--- config.mk ---
export PLATFORM = sky130hd
export DESIGN_NAME = pair_stamp_proc
export DESIGN_NICKNAME = d
export VERILOG_FILES = /design/src/hdl/stamp_pkg.sv /design/src/hdl/div_unit.sv /design/src/hdl/pair_stamp_proc.sv
export SDC_FILE = /design/constraint.sdc
export NUM_CORES = 2
export LEC_CHECK = 0
export BUFFER_PORTS_ARGS = -buffer_cell sky130_fd_sc_hd__clkbuf_2
export CAP_MARGIN = 30
export CORE_ASPECT_RATIO = 0.6
export CORE_MARGIN = 5
export CORE_UTILIZATION = 45
export DETAILED_ROUTE_END_ITERATION = 7
export PLACE_DENSITY_LB_ADDON = 0.08
export SYNTH_ARGS = -nofsm -noshare
export SYNTH_HDL_FRONTEND = slang
export SYNTH_HIERARCHICAL = 1
export SYNTH_SLANG_ARGS = --single-unit
--- constraint.sdc ---
create_clock -name core_clk -period 12.6 [get_ports core_clk]
set_input_delay 0 -clock core_clk [delete_from_list [all_inputs] [get_ports core_clk]]
set_output_delay 0 -clock core_clk [all_outputs]
set_load 0.005 [all_outputs]
--- src/hdl/stamp_pkg.sv ---
// shared widths, timing constants, states and carriers of the stamp block
`default_nettype none
package stamp_pkg;
  localparam int EV_W     = 24;   // raw event count width
  localparam int TM_W     = 32;   // raw coarse time width
  localparam int IN_W     = 16;   // interpolator/status word width
  localparam int TX_W     = 40;   // rollover-extended coarse time
  localparam int EX_W     = 32;   // rollover-extended event count
  localparam int ST_W     = 48;   // time stamp, units of the fine step
  localparam int FRAC_W   = 16;   // fraction bits of both quotients
  localparam int DIV_W    = 64;   // divider operand width
  localparam int COARSE_STEP_PS = 2000; // one coarse count, 2 ns
  localparam int FINE_STEP_PS   = 100;  // one interpolator count, 0.1 ns
  localparam int COARSE_PER_FINE = COARSE_STEP_PS / FINE_STEP_PS;
  localparam int CHAN_C_SHIFT   = 2;    // channel c counts one edge in four

  // one sample of a measurement pair
  typedef struct packed {
    logic [EV_W-1:0] ev;          // channel event count
    logic [TM_W-1:0] tm;          // coarse time of occurrence
    logic [IN_W-1:0] fine;        // interpolator datum
    logic            blk_first;   // first sample of a block
    logic            inhibit;     // sample taken while inhibited
  } sample_t;

  // one measurement as delivered, sorted by channel
  typedef struct packed {
    sample_t start;               // start channel sample
    sample_t stop;                // stop channel sample
    logic    chan_c;              // measured on the divided channel
  } pair_t;

  // finished result of one measurement
  typedef struct packed {
    logic [DIV_W-1:0]        freq;       // events per fine step, fixed point
    logic [DIV_W-1:0]        period;     // fine steps per event, fixed point
    logic [ST_W-1:0]         gate;       // absolute gate time, fine steps
    logic signed [ST_W-1:0]  ts_start;   // start time stamp
    logic signed [ST_W-1:0]  ts_stop;    // corrected stop time stamp
    logic [EX_W-1:0]         ev_start;   // start event stamp
    logic [EX_W-1:0]         ev_stop;    // stop event stamp
    logic                    stop_first; // stop sample came first
    logic                    div_zero;   // a quotient had a zero divisor
    logic                    blk_first;  // block start seen in the pair
    logic                    inhibit;    // inhibit seen in the pair
  } result_t;

  typedef enum logic [6:0] {
    S_IDLE  = 7'b000_0001,
    S_WRAP  = 7'b000_0010,
    S_PAIRS = 7'b000_0100,
    S_STAMP = 7'b000_1000,
    S_FREQ  = 7'b001_0000,
    S_PER   = 7'b010_0000,
    S_OUT   = 7'b100_0000
  } state_t;
endpackage : stamp_pkg
`default_nettype wire

--- src/hdl/div_unit.sv ---
// unsigned restoring divider, one quotient bit per clock
`default_nettype none
module div_unit #(
  parameter int W = 64            // operand width
) (
  input  wire logic         core_clk,  // system clock
  input  wire logic         rst_b,     // synchronous reset, active low
  input  wire logic         go,        // start pulse, taken when idle
  input  wire logic [W-1:0] num,       // dividend
  input  wire logic [W-1:0] den,       // divisor
  output logic              busy,      // division in progress
  output logic              done,      // one-cycle pulse, quotient ready
  output logic [W-1:0]      quo        // quotient, all ones on zero divisor
);
  localparam int CW = $clog2(W + 1);

  logic [W:0]    rem_q, rem_d;        // partial remainder
  logic [W-1:0]  quo_q, quo_d;        // dividend shifting into quotient
  logic [W-1:0]  den_q, den_d;        // held divisor
  logic [CW-1:0] cnt_q, cnt_d;        // bits left
  logic          busy_q, busy_d;      // running
  logic          done_q, done_d;      // finish pulse
  logic [W:0]    trial;               // shifted remainder before subtract

  // one restoring step per cycle; a zero divisor simply yields all ones
  always_comb
  begin
    rem_d  = rem_q;
    quo_d  = quo_q;
    den_d  = den_q;
    cnt_d  = cnt_q;
    busy_d = busy_q;
    done_d = 1'b0;
    trial  = {rem_q[W-1:0], quo_q[W-1]};
    if (!busy_q && go)
    begin
      rem_d  = '0;
      quo_d  = num;
      den_d  = den;
      cnt_d  = CW'(W);
      busy_d = 1'b1;
    end
    else if (busy_q)
    begin
      if (trial >= {1'b0, den_q})
      begin
        rem_d = trial - {1'b0, den_q};
        quo_d = {quo_q[W-2:0], 1'b1};
      end
      else
      begin
        rem_d = trial;
        quo_d = {quo_q[W-2:0], 1'b0};
      end
      cnt_d = cnt_q - CW'(1);
      if (cnt_q == CW'(1))
      begin
        busy_d = 1'b0;
        done_d = 1'b1;
      end
    end
  end

  // register the step
  always_ff @(posedge core_clk)
  begin
    if (!rst_b)
    begin
      rem_q  <= '0;
      quo_q  <= '0;
      den_q  <= '0;
      cnt_q  <= '0;
      busy_q <= 1'b0;
      done_q <= 1'b0;
    end
    else
    begin
      rem_q  <= rem_d;
      quo_q  <= quo_d;
      den_q  <= den_d;
      cnt_q  <= cnt_d;
      busy_q <= busy_d;
      done_q <= done_d;
    end
  end

  assign busy = busy_q;
  assign done = done_q;
  assign quo  = quo_q;
endmodule : div_unit
`default_nettype wire

--- src/hdl/pair_stamp_proc.sv ---
// host-side processor turning measurement pairs into rates and gate times
//
// What this block does
// - decide per pair which came first, by time
// - tell order reversals apart from counter wraps
// - time wraps fixed in two passes
// - too large difference: correct start and later data
// - too small difference: correct stop and later data
// - last pair's true stop above this pair's true start: correct both times of this pair and later data
// - stamp is coarse times 2 ns minus fine
// - add path offset to stop stamps only
// - later count smaller: correct only the later count
// - rate is event difference over time difference
// - expanded output gives absolute stop minus start
// - divided channel events multiplied by four
`default_nettype none
module pair_stamp_proc
  import stamp_pkg::*;
#(
  parameter logic signed [TX_W-1:0] TIME_OVF = 40'sh01_0000_0000,
  parameter logic signed [TX_W-1:0] TIME_MAX = 40'sh00_8000_0000,
  parameter logic [EX_W-1:0]        EVT_OVF  = 32'h0100_0000
) (
  input  wire logic                     core_clk,    // 20 MHz clock
  input  wire logic                     rst_b,       // sync reset, low
  input  wire stamp_pkg::pair_t         in_pair,     // measurement pair
  input  wire logic                     in_valid,    // pair offered
  output logic                          in_ready,    // pair accepted
  input  wire logic signed [stamp_pkg::ST_W-1:0] path_offset, // stop skew
  input  wire logic                     expanded_en, // report gate time
  output stamp_pkg::result_t            out_res,     // finished result
  output logic                          out_valid,   // result offered
  input  wire logic                     out_ready    // result taken
);
  import stamp_pkg::*;

  state_t                 state_q, state_d;     // sequencer
  pair_t                  pair_q, pair_d;       // held raw pair
  logic signed [TX_W-1:0] st_q, st_d;           // extended start time
  logic signed [TX_W-1:0] sp_q, sp_d;           // extended stop time
  logic signed [TX_W-1:0] acc1_q, acc1_d;       // first pass offset
  logic signed [TX_W-1:0] acc2_q, acc2_d;       // second pass offset
  logic signed [TX_W-1:0] prev_hi_q, prev_hi_d; // true stop of last pair
  logic                   have_prev_q, have_prev_d; // a pair was seen
  logic signed [EX_W-1:0] de_q, de_d;           // stop minus start events
  logic signed [ST_W-1:0] dt_q, dt_d;           // stop minus start time
  logic                   launched_q, launched_d; // divider started
  result_t                res_q, res_d;         // output result

  logic signed [TX_W-1:0] diff;       // stop minus start, first pass
  logic signed [TX_W-1:0] sa, pa;     // times after second pass offset
  logic signed [TX_W-1:0] lo, hi;     // true start and true stop
  logic                   wrap2;      // wrap between pairs
  logic                   stop_first; // stop came first
  logic [EX_W-1:0]        e_first, e_last; // events in collection order
  logic [EX_W-1:0]        e_start, e_stop; // events by channel
  logic signed [ST_W-1:0] t_start, t_stop; // time stamps
  logic [EX_W-1:0]        abs_de;     // magnitude of event difference
  logic [ST_W-1:0]        abs_dt;     // magnitude of time difference
  logic                   div_go;     // start the divider
  logic [DIV_W-1:0]       div_num;    // dividend
  logic [DIV_W-1:0]       div_den;    // divisor
  logic                   div_busy;   // divider running
  logic                   div_done;   // quotient ready
  logic [DIV_W-1:0]       div_quo;    // quotient

  // coarse count times 2 ns less fine count times 0.1 ns, in fine units
  function automatic logic signed [ST_W-1:0] to_stamp(
    input logic signed [TX_W-1:0] t,
    input logic [IN_W-1:0]        f
  );
    logic signed [ST_W-1:0] tw;
    tw = ST_W'(t);
    to_stamp = tw * ST_W'(COARSE_PER_FINE) - $signed(ST_W'(f));
  endfunction : to_stamp

  // both differences share a sign, so magnitudes give a positive quotient
  assign abs_de = de_q[EX_W-1] ? EX_W'(-de_q) : EX_W'(de_q);
  assign abs_dt = dt_q[ST_W-1] ? ST_W'(-dt_q) : ST_W'(dt_q);
  // start only once per state and only into an idle divider
  assign div_go = (state_q == S_FREQ || state_q == S_PER) && !launched_q
                  && !div_busy;
  // both quotients carry FRAC_W fraction bits, so shift by FRAC_W only
  assign div_num = (state_q == S_FREQ) ? DIV_W'({abs_de, {FRAC_W{1'b0}}})
                                       : DIV_W'({abs_dt, {FRAC_W{1'b0}}});
  assign div_den = (state_q == S_FREQ) ? DIV_W'(abs_dt) : DIV_W'(abs_de);

  // shared divider, used once for frequency and once for period
  div_unit #(
    .W        (DIV_W)
  ) u_div (
    .core_clk (core_clk),
    .rst_b    (rst_b),
    .go       (div_go),
    .num      (div_num),
    .den      (div_den),
    .busy     (div_busy),
    .done     (div_done),
    .quo      (div_quo)
  );

  assign in_ready  = (state_q == S_IDLE);
  assign out_valid = (state_q == S_OUT);
  assign out_res   = res_q;

  // sequencer: wrap passes, stamps, events, then two divisions
  always_comb
  begin
    state_d     = state_q;
    pair_d      = pair_q;
    st_d        = st_q;
    sp_d        = sp_q;
    acc1_d      = acc1_q;
    acc2_d      = acc2_q;
    prev_hi_d   = prev_hi_q;
    have_prev_d = have_prev_q;
    de_d        = de_q;
    dt_d        = dt_q;
    launched_d  = launched_q;
    res_d       = res_q;
    diff        = sp_q - st_q;
    sa          = st_q + acc2_q;
    pa          = sp_q + acc2_q;
    lo          = (sa < pa) ? sa : pa;
    wrap2       = have_prev_q && (prev_hi_q > lo);
    stop_first  = sp_q < st_q;
    e_first     = stop_first ? EX_W'(pair_q.stop.ev)
                             : EX_W'(pair_q.start.ev);
    e_last      = stop_first ? EX_W'(pair_q.start.ev)
                             : EX_W'(pair_q.stop.ev);
    // counts restart every pair, so only the pair itself is compared
    if (e_last < e_first)
      e_last = e_last + EVT_OVF;
    e_start     = stop_first ? e_last : e_first;
    e_stop      = stop_first ? e_first : e_last;
    if (pair_q.chan_c)
    begin
      e_start = e_start << CHAN_C_SHIFT;
      e_stop  = e_stop << CHAN_C_SHIFT;
    end
    t_start     = to_stamp(st_q, pair_q.start.fine);
    t_stop      = to_stamp(sp_q, pair_q.stop.fine) + path_offset;
    hi          = '0;
    unique case (state_q)
      S_IDLE:
      begin
        // no order is assumed: every pair is judged on its own times
        if (in_valid)
        begin
          pair_d  = in_pair;
          st_d    = TX_W'(in_pair.start.tm) + acc1_q;
          sp_d    = TX_W'(in_pair.stop.tm) + acc1_q;
          state_d = S_WRAP;
        end
      end
      S_WRAP:
      begin
        // a modest negative difference is a reversal and is left alone
        if (diff > TIME_MAX)
        begin
          st_d   = st_q + TIME_OVF;
          acc1_d = acc1_q + TIME_OVF;
        end
        else if (diff < -TIME_MAX)
        begin
          sp_d    = sp_q + TIME_OVF;
          acc1_d  = acc1_q + TIME_OVF;
          state_d = S_PAIRS;
        end
        else
          state_d = S_PAIRS;
      end
      S_PAIRS:
      begin
        // second pass: compare true start to the last pair's true stop
        if (wrap2)
        begin
          sa     = sa + TIME_OVF;
          pa     = pa + TIME_OVF;
          acc2_d = acc2_q + TIME_OVF;
        end
        hi          = (sa > pa) ? sa : pa;
        st_d        = sa;
        sp_d        = pa;
        prev_hi_d   = hi;
        have_prev_d = 1'b1;
        state_d     = S_STAMP;
      end
      S_STAMP:
      begin
        de_d  = $signed(e_stop - e_start);
        dt_d  = t_stop - t_start;
        res_d.ts_start   = t_start;
        res_d.ts_stop    = t_stop;
        res_d.ev_start   = e_start;
        res_d.ev_stop    = e_stop;
        res_d.stop_first = stop_first;
        res_d.blk_first  = pair_q.start.blk_first | pair_q.stop.blk_first;
        res_d.inhibit    = pair_q.start.inhibit | pair_q.stop.inhibit;
        res_d.div_zero   = 1'b0;
        state_d          = S_FREQ;
      end
      S_FREQ:
      begin
        if (div_go)
          launched_d = 1'b1;
        if (div_done)
        begin
          res_d.freq     = div_quo;
          res_d.div_zero = (abs_dt == '0);
          launched_d     = 1'b0;
          state_d        = S_PER;
        end
      end
      S_PER:
      begin
        if (div_go)
          launched_d = 1'b1;
        if (div_done)
        begin
          res_d.period   = div_quo;
          res_d.div_zero = res_q.div_zero | (abs_de == '0);
          // gate is only reported when expanded output is on
          res_d.gate     = expanded_en ? abs_dt : '0;
          launched_d     = 1'b0;
          state_d        = S_OUT;
        end
      end
      S_OUT:
      begin
        if (out_ready)
          state_d = S_IDLE;
      end
      default:
        state_d = S_IDLE;
    endcase
  end

  // register the sequencer and its working values
  always_ff @(posedge core_clk)
  begin
    if (!rst_b)
    begin
      state_q     <= S_IDLE;
      pair_q      <= '0;
      st_q        <= '0;
      sp_q        <= '0;
      acc1_q      <= '0;
      acc2_q      <= '0;
      prev_hi_q   <= '0;
      have_prev_q <= 1'b0;
      de_q        <= '0;
      dt_q        <= '0;
      launched_q  <= 1'b0;
      res_q       <= '0;
    end
    else
    begin
      state_q     <= state_d;
      pair_q      <= pair_d;
      st_q        <= st_d;
      sp_q        <= sp_d;
      acc1_q      <= acc1_d;
      acc2_q      <= acc2_d;
      prev_hi_q   <= prev_hi_d;
      have_prev_q <= have_prev_d;
      de_q        <= de_d;
      dt_q        <= dt_d;
      launched_q  <= launched_d;
      res_q       <= res_d;
    end
  end
endmodule : pair_stamp_proc
`default_nettype wire

==> metrics.md <==
| Metric | Value |
|---|---|
| Outcome | `complete, no violations` |
| CP max stage cell | `o31ai_1` |
| Crit path max fanout | `39` |
| Fin crit period | `11.00 ns` |
| Num CTS Buffers | `87` |
| PwrDens | `153 nW/um^2` |
| FF+latch count, synth | `840` |
| Postcts setup bufs | `0` |
| Pre-CTS setup slack | `2.19 ns` |
| Most frequent cells in the layout | `nand2_1 (1,380), a21oi_1 (886), dfxtp_1 (838)` |
| Asr flop ratio synth | `0` |
| Synth Flop Type | `dfxtp_1` |
| Design area | `66,700 sq um` |
| GRT Total Usage | `0.328` |
| Syn Inst Count | `7,574` |
| PnR worst setup slack | `1.60 ns` |
| Drt via density | `5.79` |
| Post-Route WL | `232,000 um` |
| IO buf count | `533` |
| Max-cap violations | `0` |
| FF-to-FF End | `prev_hi_q[15]$_SDFFE_PN0P_` |
| Critical path class | `flop to flop` |
| Seq/Total Area, Yosys | `0.293` |
| Post-route DRC | `0` |
| Critical path launch point type | `flop` |
| Worst R2R Path Depth | `39` |
| Initial antenna violation count | `11` |
| Total core area | `127,000 sq um` |
| CTS resizes | `0` |
| Detail Placement HPWL | `181,000 um` |
| Final Max Tran Viols | `0` |
| Hold Path Class | `input pin to flop` |
| Final period util | `0.873` |
| CP bufs+invs | `3` |
| GRT overflow | `0` |
| Leak pwr | `28.8 nW` |
| Crit path DAT | `11.54 ns` |
| FF-to-FF Start | `st_q[9]$_SDFFE_PN0P_` |
| Worst Hold Launch | `in_pair[131]` |
| I/O pin count | `544` |
| Worst hold endpoint | `pair_q[131]$_SDFFE_PN0P_` |
| Setup_tns | `0 ns` |
| Top delay family on crit path | `compound AO/OA/AOI/OAI gates` |
| Critical Path Max Stage Delay | `0.80 ns` |
| Worst-path clk slew | `0.07 ns` |
| Commonest non-fill, non-tap cell in the layout | `nand2_1` |
| CTS Hold Bufs | `179` |
| Total clock sinks | `840` |
| Cell variety after synth | `98` |
| Vias | `57,300` |
| Vias in the first global route | `52,100` |
| Hold depth | `4` |
| RSZ-0062 raised after global routing | `false` |
| Worst vdd ir | `0.185 mV` |
| Layout Nets | `8,887` |
| Crit. End Element | `flop` |
| Root Driver | `clkbuf_16` |
| Clock Path Buffers | `3` |
| Largest net degree at the start of global routing | `157` |
| 1st-pass router iterations | `6` |
| Relative slew margins | `0.237` |
| Die height | `287 um` |
| Most used cell, CP | `a21o_1` |
| Die area | `135,000 sq um` |
| DR WL/cell | `23.4 um` |
| Starting density of the core | `0.454` |
| Syn_area_per_cell | `7.59 sq um` |
| Fraction of layout cells with a size suffix above 1 | `0.109` |
| Least-Margin Pin Slew | `1.14 ns` |
| Initial DRC count | `6,189` |
| Layout overhead on the synthesized area | `16.1%` |
| H-tree levels | `3` |
| Routability-driven placement congestion ratio | `1.03` |
| Global-route wire length before repair | `341,000 um` |
| Critical Path RT | `13.14 ns` |
| Rows | `101` |
| Clock latency on the worst-skew pair | `0.73 ns` |
| Die span in x | `471 um` |
| Final setup vio count | `0` |
| Fmax | `90.9 MHz` |
| R2r setup slk | `1.60 ns` |
| Cell Area, Synth | `57,500 sq um` |
| Final ANT Viol Nets | `0` |
| CTS tree | `built` |
| Clk_skew | `0.0344 ns` |
| Post-synth EDFFs | `0` |
| DP Area | `61,800 sq um` |
| Warnings from Yosys | `6` |
| Final Hold Fails | `0` |
-- flip-flops by register name, summed over array words and instances (netlist names), 7 cells and up --
signal	count
sp_q	40
out_res	329
acc1_q	8
acc2_q	8
u_div/den_q	64
dt_q	48
u_div/quo	64
state_q	7
prev_hi_q	40
u_div/rem_q	64
st_q	40
pair_q	85
de_q	32
u_div/cnt_q	7
-- tightest hold or removal path: stages --
cell and delay [ns]:
dlygate4sd3_1 0.53, clkbuf_2 0.10, nand2_1 0.05, a21oi_1 0.05
-- cells by family after synthesis --
kind of cell	count (synthesis)	synth area share
simple gates	2603	0.201
compound gates	2119	0.226
flops	840	0.293
buf+inv	828	0.0552
fa+ha+maj	578	0.128
xor+xnor	427	0.0655
mux	178	0.0314
other cells	1	0.0000653
-- power by group --
part	internal, W	leakage (nW)	switching (W)
Sequential	0.00270	6.79	0.0000924
Combinational	0.00168	20.5	0.00286
Clock	0.00161	1.49	0.00123
-- metal layers --
metal  global-route usage  wire (um)
met4               0.0773       5890
met1                0.498     113000
met3                0.132      28500
met2                0.422      84200
met5                    0         53
-- final cells by class --
| type | instances | area [sq um] |
|---|---|---|
| fill | 12200 | 59900 |
| multi-input combinational | 5947 | 37700 |
| sequential | 840 | 16800 |
| timing repair buffer | 818 | 5340 |
| clock buffer | 119 | 2500 |
| tap | 1699 | 2130 |
| inverter | 433 | 1630 |
| clock inverter | 41 | 562 |
| antenna | 8 | 20.0 |
-- worst max path at each step --
| stage | cells after the start | slack (ns) | start | end |
|---|---|---|---|---|
| 2_1_floorplan | 41 | 4.75 | sp_q[32]$_SDFFE_PN0P_ | prev_hi_q[28]$_SDFFE_PN0P_ |
| 3_3_place_gp | 39 | 2.36 | st_q[17]$_SDFFE_PN0P_ | prev_hi_q[21]$_SDFFE_PN0P_ |
| 3_5_place_dp | 39 | 2.19 | st_q[17]$_SDFFE_PN0P_ | prev_hi_q[22]$_SDFFE_PN0P_ |
| 4_1_cts | 39 | 2.14 | st_q[17]$_SDFFE_PN0P_ | prev_hi_q[15]$_SDFFE_PN0P_ |
| 5_1_grt | 39 | 1.00 | st_q[17]$_SDFFE_PN0P_ | prev_hi_q[9]$_SDFFE_PN0P_ |
| 6_report | 39 | 1.60 | st_q[9]$_SDFFE_PN0P_ | prev_hi_q[15]$_SDFFE_PN0P_ |
-- synthesized netlist by cell type, types with 46 or more instances --
| library cell | count | area, sq um |
|---|---|---|
| a21o_1 | 163 | 1220 |
| xnor2_1 | 263 | 2300 |
| nand4_1 | 80 | 500 |
| mux2i_1 | 158 | 1580 |
| clkbuf_1 | 340 | 1280 |
| dfxtp_1 | 840 | 16800 |
| and2_1 | 98 | 613 |
| a31oi_1 | 53 | 332 |
| a211oi_1 | 99 | 743 |
| nand2_1 | 1384 | 5190 |
| o21ai_0 | 410 | 2050 |
| nor2b_1 | 64 | 400 |
| nand3_1 | 95 | 475 |
| a21boi_0 | 80 | 601 |
| inv_1 | 433 | 1630 |
| o21bai_1 | 66 | 495 |
| nor3_1 | 88 | 440 |
| o21a_1 | 66 | 495 |
| and3_1 | 46 | 288 |
| ha_1 | 535 | 6690 |
| nor2_1 | 502 | 1880 |
| xor2_1 | 162 | 1420 |
| nand2b_1 | 61 | 382 |
| a21oi_1 | 887 | 4440 |
-- metrics by stage --
| stage | hold WS [ns] | utilization | cells | power [W] |
|---|---|---|---|---|
| 2_1_floorplan | 0.140 | - | 7615 | 0.00575 |
| 3_3_place_gp | 0.230 | 0.486 | 9525 | 0.00708 |
| 3_5_place_dp | 0.233 | 0.488 | 9551 | 0.00714 |
| 4_1_cts | 0.0355 | 0.526 | 9890 | 0.0100 |
| 5_1_grt | 0.0478 | 0.527 | 9899 | 0.0107 |
| 6_report | 0.0626 | 0.527 | 9905 | 0.0102 |
No activity file was read; power rests on OpenSTA's default activity.
